<file path="src/include/fkg_pkg.sv">
// Shared constants, types and helpers for the flash key and download guard
package fkg_pkg;

   // Register offsets on the byte-wide register port
   localparam logic [2:0]  OFS_KEY      = 3'h0;
   localparam logic [2:0]  OFS_DEST     = 3'h1;
   localparam logic [2:0]  OFS_CTRL     = 3'h2;
   localparam logic [2:0]  OFS_STAT     = 3'h3;
   localparam logic [2:0]  OFS_MASK     = 3'h4;

   // Field positions
   localparam int          DEST_ERR_BIT = 7;
   localparam int          CTRL_REQ_BIT = 0;
   localparam int          STAT_DONE    = 0;
   localparam int          STAT_DERR    = 1;
   localparam int          STAT_PROT    = 2;

   // Key values and reset values
   localparam logic [7:0]  KEY_COPY     = 8'hA5;
   localparam logic [7:0]  KEY_PROG     = 8'h5A;
   localparam logic [7:0]  RST_BYTE     = 8'h00;
   localparam logic [2:0]  RST_EVT      = 3'h0;

   // Destination windows
   localparam logic [6:0]  SEL_MAX      = 7'h02;
   localparam logic [23:0] RAM_BASE     = 24'hFF_9000;
   localparam logic [12:0] COPY_LEN     = 13'h1000;

   typedef enum logic {
      ST_IDLE = 1'b0,
      ST_COPY = 1'b1
   } fkg_state_e;

   function automatic logic selInRange(input logic [6:0] sel);
      selInRange = (sel <= SEL_MAX);
   endfunction : selInRange

   // Each selector step moves the window by one 4-kbyte page
   function automatic logic [23:0] destBase(input logic [6:0] sel);
      destBase = RAM_BASE + {5'h00, sel, 12'h000};
   endfunction : destBase

endpackage : fkg_pkg

</file>
<file path="src/hdl/fkg_copy_engine.sv">
// Byte copy engine that fills one 4-kbyte RAM window from the routine store
module fkg_copy_engine (
   // Clock and reset
   input  wire logic        clk,
   input  wire logic        rst,
   // Control
   input  wire logic        start,
   input  wire logic [23:0] baseIn,
   output logic             busy,
   output logic             done,
   // Source store, combinational read
   output logic [11:0]      srcAddr,
   input  wire logic [7:0]  srcData,
   // RAM write side
   output logic [23:0]      ramAddr,
   output logic [7:0]       ramWdata,
   output logic             ramWe
);

   typedef struct packed {
      logic        busy;
      logic        iss;
      logic [12:0] cnt;
      logic [23:0] base;
      logic [11:0] src;
      logic [23:0] addr;
      logic [7:0]  wdata;
      logic        we;
      logic        done;
   } fkg_eng_s;

   fkg_eng_s r_r;
   fkg_eng_s r_nxt;

   always_comb begin
      r_nxt       = r_r;
      r_nxt.done  = 1'b0;
      r_nxt.iss   = 1'b0;
      r_nxt.we    = r_r.iss;
      r_nxt.addr  = r_r.base + {12'h000, r_r.src};
      r_nxt.wdata = srcData;
      if (start && !r_r.busy) begin
         r_nxt.busy = 1'b1;
         r_nxt.cnt  = 13'h0000;
         r_nxt.base = baseIn;
      end else if (r_r.busy) begin
         if (r_r.cnt != fkg_pkg::COPY_LEN) begin
            r_nxt.src = r_r.cnt[11:0];
            r_nxt.iss = 1'b1;
            r_nxt.cnt = r_r.cnt + 13'h0001;
         end else if (!r_r.iss) begin
            // Finish only after the last byte has been written
            r_nxt.busy = 1'b0;
            r_nxt.done = 1'b1;
         end
      end
   end

   always_ff @(posedge clk or posedge rst) begin
      if (rst) begin
         r_r <= '0;
      end else begin
         r_r <= r_nxt;
      end
   end

   assign busy     = r_r.busy;
   assign done     = r_r.done;
   assign srcAddr  = r_r.src;
   assign ramAddr  = r_r.addr;
   assign ramWdata = r_r.wdata;
   assign ramWe    = r_r.we;
endmodule : fkg_copy_engine

</file>
<file path="src/hdl/fkg_guard.sv">
// Flash key protection and download destination guard with copy sequencer
//
// The placing of the registers and the strobed register port were decided locally.
module fkg_guard (
   // Clock and reset
   input  wire logic        clk,
   input  wire logic        rst,
   // Register port
   input  wire logic [2:0]  regAddr,
   input  wire logic [7:0]  regWdata,
   input  wire logic        regWr,
   input  wire logic        regRd,
   output logic [7:0]       regRdata,
   // Interrupt
   output logic             irq,
   // Program and erase strobe from the running routine
   input  wire logic        progEraseReq,
   output logic             progEraseGo,
   output logic             progEraseEnable,
   // Routine source store
   output logic [11:0]      srcAddr,
   input  wire logic [7:0]  srcData,
   // On-chip RAM write side
   output logic [23:0]      ramAddr,
   output logic [7:0]       ramWdata,
   output logic             ramWe,
   output logic             copyBusy
);

   typedef struct packed {
      fkg_pkg::fkg_state_e state;
      logic [7:0]          key;
      logic                errFlag;
      logic [6:0]          sel;
      logic [23:0]         copyBase;
      logic                start;
      logic [2:0]          stat;
      logic [2:0]          mask;
      logic [7:0]          rdata;
      logic                irq;
      logic                peGo;
      logic                peEn;
      logic [12:0]         copyCyc;
   } fkg_regs_s;

   fkg_regs_s st_r;
   fkg_regs_s st_nxt;

   // Request edge to engine done: launch, one issue per byte, last write, finish
   localparam logic [12:0] COPY_CYCLES = fkg_pkg::COPY_LEN + 13'h0003;

   logic engDone;
   logic engBusy;
   logic wrKey;
   logic wrDest;
   logic wrCtrl;
   logic wrMask;
   logic rdStat;
   logic copyAsk;
   logic [2:0] events;

   always_comb begin
      wrKey   = regWr && (regAddr == fkg_pkg::OFS_KEY);
      wrDest  = regWr && (regAddr == fkg_pkg::OFS_DEST);
      wrCtrl  = regWr && (regAddr == fkg_pkg::OFS_CTRL);
      wrMask  = regWr && (regAddr == fkg_pkg::OFS_MASK);
      rdStat  = regRd && (regAddr == fkg_pkg::OFS_STAT);
      copyAsk = wrCtrl && regWdata[fkg_pkg::CTRL_REQ_BIT];
   end

   always_comb begin
      st_nxt       = st_r;
      st_nxt.start = 1'b0;
      events       = 3'h0;

      // Key holds until software rewrites it
      if (wrKey) begin
         st_nxt.key = regWdata;
      end
      if (wrDest) begin
         st_nxt.errFlag = regWdata[fkg_pkg::DEST_ERR_BIT];
         st_nxt.sel     = regWdata[6:0];
      end
      if (wrMask) begin
         st_nxt.mask = regWdata[2:0];
      end

      case (st_r.state)
         fkg_pkg::ST_IDLE: begin
            // Requests without the copy key fall through here unnoticed
            if (copyAsk && (st_r.key == fkg_pkg::KEY_COPY)) begin
               if (fkg_pkg::selInRange(st_r.sel)) begin
                  // Base is latched now so a later destination write cannot move it
                  st_nxt.copyBase = fkg_pkg::destBase(st_r.sel);
                  st_nxt.start    = 1'b1;
                  st_nxt.state    = fkg_pkg::ST_COPY;
               end else begin
                  st_nxt.errFlag = 1'b1;
                  events[fkg_pkg::STAT_DERR] = 1'b1;
               end
            end
         end
         fkg_pkg::ST_COPY: begin
            // Error flag is left alone on success
            if (engDone) begin
               st_nxt.state = fkg_pkg::ST_IDLE;
               events[fkg_pkg::STAT_DONE] = 1'b1;
            end
         end
         default: begin
            st_nxt.state = fkg_pkg::ST_IDLE;
         end
      endcase

      // Strobes from the routine only reach the array with the program key
      st_nxt.peGo = progEraseReq && (st_r.key == fkg_pkg::KEY_PROG);
      if (progEraseReq && (st_r.key != fkg_pkg::KEY_PROG)) begin
         events[fkg_pkg::STAT_PROT] = 1'b1;
      end
      st_nxt.peEn = (st_nxt.key == fkg_pkg::KEY_PROG);

      // Cycles spent in a copy, so a stuck engine shows up as an overrun
      if (st_r.state == fkg_pkg::ST_COPY) begin
         st_nxt.copyCyc = st_r.copyCyc + 13'h0001;
      end else begin
         st_nxt.copyCyc = 13'h0000;
      end

      // Read clears status; a same-cycle event still lands
      if (rdStat) begin
         st_nxt.stat = events;
      end else begin
         st_nxt.stat = st_r.stat | events;
      end
      st_nxt.irq = |(st_nxt.stat & st_nxt.mask);

      st_nxt.rdata = fkg_pkg::RST_BYTE;
      if (regRd) begin
         case (regAddr)
            fkg_pkg::OFS_KEY: begin
               st_nxt.rdata = st_r.key;
            end
            fkg_pkg::OFS_DEST: begin
               st_nxt.rdata = {st_r.errFlag, st_r.sel};
            end
            fkg_pkg::OFS_CTRL: begin
               st_nxt.rdata = {7'h00, st_r.state == fkg_pkg::ST_COPY};
            end
            fkg_pkg::OFS_STAT: begin
               st_nxt.rdata = {5'h00, st_r.stat};
            end
            fkg_pkg::OFS_MASK: begin
               st_nxt.rdata = {5'h00, st_r.mask};
            end
            default: begin
               st_nxt.rdata = fkg_pkg::RST_BYTE;
            end
         endcase
      end
   end

   always_ff @(posedge clk or posedge rst) begin
      if (rst) begin
         st_r <= '0;
      end else begin
         st_r <= st_nxt;
      end
   end

   fkg_copy_engine u_engine (
      .clk      (clk),
      .rst      (rst),
      .start    (st_r.start),
      .baseIn   (st_r.copyBase),
      .busy     (engBusy),
      .done     (engDone),
      .srcAddr  (srcAddr),
      .srcData  (srcData),
      .ramAddr  (ramAddr),
      .ramWdata (ramWdata),
      .ramWe    (ramWe)
   );

   assign regRdata        = st_r.rdata;
   assign irq             = st_r.irq;
   assign progEraseGo     = st_r.peGo;
   assign progEraseEnable = st_r.peEn;
   assign copyBusy        = (st_r.state == fkg_pkg::ST_COPY);
endmodule : fkg_guard

</file>
<file path="config.mk">
export PLATFORM = sky130hd
export DESIGN_NAME = fkg_guard
export DESIGN_NICKNAME = d
export VERILOG_FILES = /design/src/include/fkg_pkg.sv /design/src/hdl/fkg_copy_engine.sv /design/src/hdl/fkg_guard.sv
export SDC_FILE = /design/constraint.sdc
export NUM_CORES = 1
export LEC_CHECK = 0
export ABC_AREA = 1
export BUFFER_PORTS_ARGS = -buffer_cell sky130_fd_sc_hd__buf_4
export CAP_MARGIN = 20
export CORE_ASPECT_RATIO = 1.2
export CORE_MARGIN = 2
export CORE_UTILIZATION = 55
export DETAILED_ROUTE_END_ITERATION = 6
export HOLD_SLACK_MARGIN = 0.03
export PLACE_DENSITY_LB_ADDON = 0.2
export SLEW_MARGIN = 0
export SYNTH_ARGS = -nofsm -noshare
export SYNTH_HDL_FRONTEND = slang
export SYNTH_SLANG_ARGS = --single-unit
</file>
<file path="constraint.sdc">
create_clock -name clk -period 4.8 [get_ports clk]
set_clock_uncertainty 0.2 [all_clocks]
set_input_delay 0.72 -clock clk [delete_from_list [all_inputs] [get_ports clk]]
set_output_delay 0.72 -clock clk [all_outputs]
set_load 0.005 [all_outputs]
</file>
# Word level (Yosys, flattened, before mapping)
# Index checks and enable logic that the tools add are counted.
# op_classes
n_reduce_logical,18
muxes,33
addsub,3
eq_ne,9
n_bitwise,4
order_cmp,1
# ops
op,count
8-bit case mux with 5 select lines,1
24-bit by 12-bit adder with 24-bit output,1
8-bit two-way mux,3
1-bit two-way mux,23
"16-bit by 20-bit adder with 21-bit output, first input constant",1
"8-bit by 7-bit equality test with 1-bit output, second input constant",2
15-bit two-way mux,1
14-bit two-way mux,1
"13-bit by 1-bit adder with 13-bit output, second input constant",1
13-bit two-way mux,1
"13-bit inequality test, second input constant",1
1-bit logical AND,10
"8-bit equality test, second input constant",1
"8-bit by 7-bit inequality test with 1-bit output, second input constant",1
"7-bit by 2-bit <= comparator with 1-bit output, second input constant",1
"3-bit by 2-bit equality test with 1-bit output, second input constant",2
3-bit two-way mux,2
3-bit AND reduction,2
2-bit nonzero test,2
3-bit AND,1
"3-bit by 1-bit equality test with 1-bit output, second input constant",1
"3-bit equality test, second input constant",1
3-bit zero test,1
3-bit OR,1
other kinds (5),6
# totals
wordCells,89
output_inout_bits,57
register_bits,138
input_bits,24

# Logic depth before layout (Yosys ltp)
# depth
depth_word,10
ltp_mapped,10
depth_no_buf,9

# Cells and area by module
# A second synthesis with hierarchy kept.
# hier_totals
hier_cells,774
area_unflattened_um2,6593.8
# modules_own_cells
module,instances,cells_per_inst,seq_area_each_um2,area_per_inst_um2
fkg_copy_engine,1,537,2127.0,4561.9
fkg_guard,1,237,1101.1,2031.9

# Worst setup path after synthesis
# No wires, ideal clock.
# synth_timing
path_kind,in2reg
from,input regAddr[0]
to,"register st_r, in the netlist progEraseEnable"
arrival_ns,1.449
stages,8
slack_ns,3.080
setup_ns,0.071
t_required_ns,4.529
n_path_buf,1
cell_sequence,nor2_2 -> nand3_2 -> buf_6 -> nand2_1 -> nand2_2 -> nor2_1 -> nand2_1 -> nor2_1
# synth_rtl
item,line,source
"start, declared",fkg_guard.sv:9,"input wire logic [2:0] regAddr,"
"end signal, assigned",fkg_guard.sv:166,st_r <= st_nxt;
"end, declared",fkg_guard.sv:46,fkg_regs_s st_r;

# Worst setup path after layout
# layout_timing
from,"register u_engine.r_r, in the netlist u_engine.busy"
to,register u_engine.r_r[58] (netlist name)
# layout_between
elab_chain_cells,2
# layout_rtl
item,line,source
"start, declared",fkg_copy_engine.sv:32,fkg_eng_s r_r;
"start signal, assigned",fkg_copy_engine.sv:63,r_r <= r_nxt;
1-bit zero test,fkg_copy_engine.sv:42,if (start && !r_r.busy) begin
1-bit logical AND,fkg_copy_engine.sv:42,
# No other way between the ends.
# A chain may end at the register's enable or synchronous reset.

==> reports/qor.csv <==
stage;metric;value;unit
status;status;complete, no violations;
floorplan;dieArea;9581;um^2
synth;synthesis.area;4846;um^2
timing;setup_tns;0;ps
power;power.total;1.839;mW
synth;synthCells;524;
clocking;postCtsSetupBuffers;0;
place;io_buffers;80;
clocking;clk_latency;370;ps
final_layout;n_antenna_cell;0;
setup_path;path_cells;inv_1, nand2_1, mux2_2;
floorplan;core-area;8564;um^2
global_routing;grt_max_degree;85;
setup_path;r2r_start;u_engine.busy$_DFF_PP0_;
setup_path;crit_path_start_kind;flop;
clocking;cts_root_buf;clkbuf_8;
timing;period_minus_slack;2204;ps
floorplan;initial_core_util;56.58;%
synth;avgSynthCellArea;9.248;um^2
floorplan;rows;37;
synth;ys_ff_latch;111;
detailed_routing;viasPerCell;4.932;
timing;hold_viol_final;0;
setup_path;crit_family;simple AND/OR/NAND/NOR gates;
power;p_leak;2.856;nW
synth;ys.warnings.count;0;
setup_path;cp.required;4860;ps
global_routing;globalRoute.totalOverflow;0;
job;cap_violations;0;
timing;rsz0062_at_grt;false;
final_layout;drive_gt1_share;21.93;%
clocking;clk_pin_slew;100;ps
setup_path;r2r_slack;2600;ps
place;hpwl;6.318;mm
final_layout;areaGrowthSynthToFinish;12.03;%
timing;slew_headroom;36.77;%
setup_path;r2r-end;u_engine.r_r[58]$_DFFE_PP0P_;
place;place.gp.congestion;0.8801;
clocking;cts_hold_buf;0;
global_routing;grt_pass1_wl;14.97;mm
clocking;numCtsBuffers;9;
detailed_routing;ant_nets;0;
final_layout;nets;584;
setup_path;cp_num_buf_inv;1;
global_routing;grt_pass1_vias;3207;
power;ir_drop;0.2348;mV
synth;syn-num-nets;552;
setup_path;path_max_fanout;28;
timing;worst_pin_slew;946.2;ps
synth;synth_seq_area_share;57.32;%
clocking;cts.sinks;111;
setup_path;cp_slowest_cell;nand2_1;
global_routing;grt_usage;20.44;%
floorplan;die_y;106.8;um
setup_path;reg2reg_depth;3;
worst_hold_path;hp-class;in -> async;
detailed_routing;wirelength;9.031;mm
detailed_routing;wire_per_inst;13.32;um
clocking;cts_buffer_depth;2;
clocking;tritoncts;built;
synth;ys_types;29;
timing;drv_slew;0;
power;p_per_area;338.8;nW/um^2
timing;fmax;453.7;MHz
global_routing;antenna_found_initial;0;
floorplan;die_x;89.69;um
clocking;htree_num_levels;3;
detailed_routing;drt-pass1-iter-count;4;
timing;setup_viol;0;
detailed_routing;drcViolationCount;0;
floorplan;io_pins;81;
setup_path;worstSetupPathType;reg -> reg;
detailed_routing;routed-via-count;3344;
clocking;post_cts_resized;0;
detailed_routing;first_iter_violations;141;
setup_path;end_kind;flop;
setup_path;arrival;2270;ps
setup_path;slowest_delay;710;ps
timing;fin_crit_sh;45.92;%
==> report_power, final <==
group / total (mW) / switching [mW] / internal [mW]
Sequential: 1.01 / 0.0309 / 0.975
Clock: 0.679 / 0.315 / 0.364
Combinational: 0.154 / 0.0906 / 0.0631
Total: 1.84 / 0.436 / 1.40
==> routing by layer <==
layer	global-route usage (%)	routed length [um]
met1	25.87	3799
met2	33.72	4752
met3	4.696	318
met4	7.783	161
met5	0	0
==> worst max path at each step <==
stage | cells past startpoint | start | slack [ps] | to
5_1_grt | 3 | u_engine.busy$_DFF_PP0_ | 2390 | u_engine.r_r[58]$_DFFE_PP0P_
3_5_place_dp | 9 | u_engine.r_r[70]$_DFFE_PP0P_ | 2270 | u_engine.r_r[72]$_DFFE_PP0P_
6_report | 3 | u_engine.busy$_DFF_PP0_ | 2600 | u_engine.r_r[58]$_DFFE_PP0P_
2_1_floorplan | 1 | rst | 950 | copyBusy$_DFF_PP0_
4_1_cts | 9 | u_engine.r_r[70]$_DFFE_PP0P_ | 2250 | u_engine.r_r[72]$_DFFE_PP0P_
3_3_place_gp | 9 | u_engine.r_r[70]$_DFFE_PP0P_ | 2300 | u_engine.r_r[70]$_DFFE_PP0P_
==> through the flow <==
step | hold slack [ps] | util (%) | setup WS [ps] | area [um^2] | cells
after floorplan | 146.8 | - | 949.3 | 4846 | 524
after global placement | 158.4 | 59.93 | 2295 | 5132 | 660
after detailed placement | 158.2 | 59.93 | 2275 | 5132 | 660
after CTS | 174.2 | 62.89 | 2254 | 5386 | 676
after global routing | 34.54 | 63.39 | 2389 | 5429 | 678
final | 48.41 | 63.39 | 2596 | 5429 | 678
==> placed cells by master, fill, tap and decap left out, types with 3 or more instances in the layout <==
cell / count
nand2_1: 134
dfrtp_1: 111
buf_4: 81
inv_1: 51
nor2_1: 38
nand3_1: 38
o21ai_1: 23
o21ai_0: 14
clkbuf_8: 10
a21oi_1: 9
nand4_1: 7
inv_2: 6
ha_1: 4
mux2_2: 3
nand2_2: 3
nor3_1: 3
xor2_1: 3
bufinv_16: 3
==> Yosys cell counts <==
cell type / n / area, um^2
o211ai_2: 1 / 12.51
o22ai_1: 2 / 12.51
xor2_1: 3 / 26.28
nor3_1: 3 / 15.01
inv_2: 6 / 22.52
nand3_2: 2 / 20.02
nand3_1: 38 / 190.2
nor2_4: 1 / 11.26
buf_4: 53 / 397.9
nor3_4: 1 / 16.27
buf_6: 5 / 56.30
nor3_2: 1 / 10.01
clkbuf_1: 3 / 11.26
buf_2: 1 / 5.000
o21ai_2: 2 / 17.52
mux2_2: 3 / 33.78
nand2_1: 134 / 503.0
or2_2: 1 / 6.260
o211ai_1: 1 / 7.510
nand4_1: 7 / 43.79
o21ai_1: 23 / 115.1
nor2_2: 2 / 12.51
nor2_1: 38 / 142.6
nand2_2: 3 / 18.77
inv_1: 52 / 195.2
o21ai_0: 14 / 70.07
ha_1: 4 / 50.05
a21oi_1: 9 / 45.04
dfrtp_1: 111 / 2778
==> state kept, by name, indices dropped and copies added (netlist names) <==
name / count
u_engine.r_r: 22
u_engine.ramWdata: 8
progEraseEnable: 1
copyBusy: 1
u_engine.srcAddr: 12
u_engine.ramAddr: 21
u_engine.done: 1
u_engine.r_nxt: 1
u_engine.ramWe: 1
st_r: 32
irq: 1
regRdata: 8
progEraseGo: 1
u_engine.busy: 1
==> kinds of logic after synthesis <==
family	after synthesis	share of synthesized area [%]
buf+inv	120	14.20
compound gates	52	5.784
fa+ha+maj	4	1.033
simple gates	231	20.42
xor+xnor	3	0.5423
mux	3	0.6971
flops	111	57.32
==> layout make-up <==
cell class / count / area (um^2)
Multi-Input combinational cell: 293 / 1380
Inverter: 58 / 220.2
Clock inverter: 6 / 116.4
Clock buffer: 10 / 137.6
Timing Repair Buffer: 83 / 650.6
Fill cell: 746 / 3136
Tap cell: 117 / 146.4
Sequential cell: 111 / 2778
(Power assumes the default switching activity.)
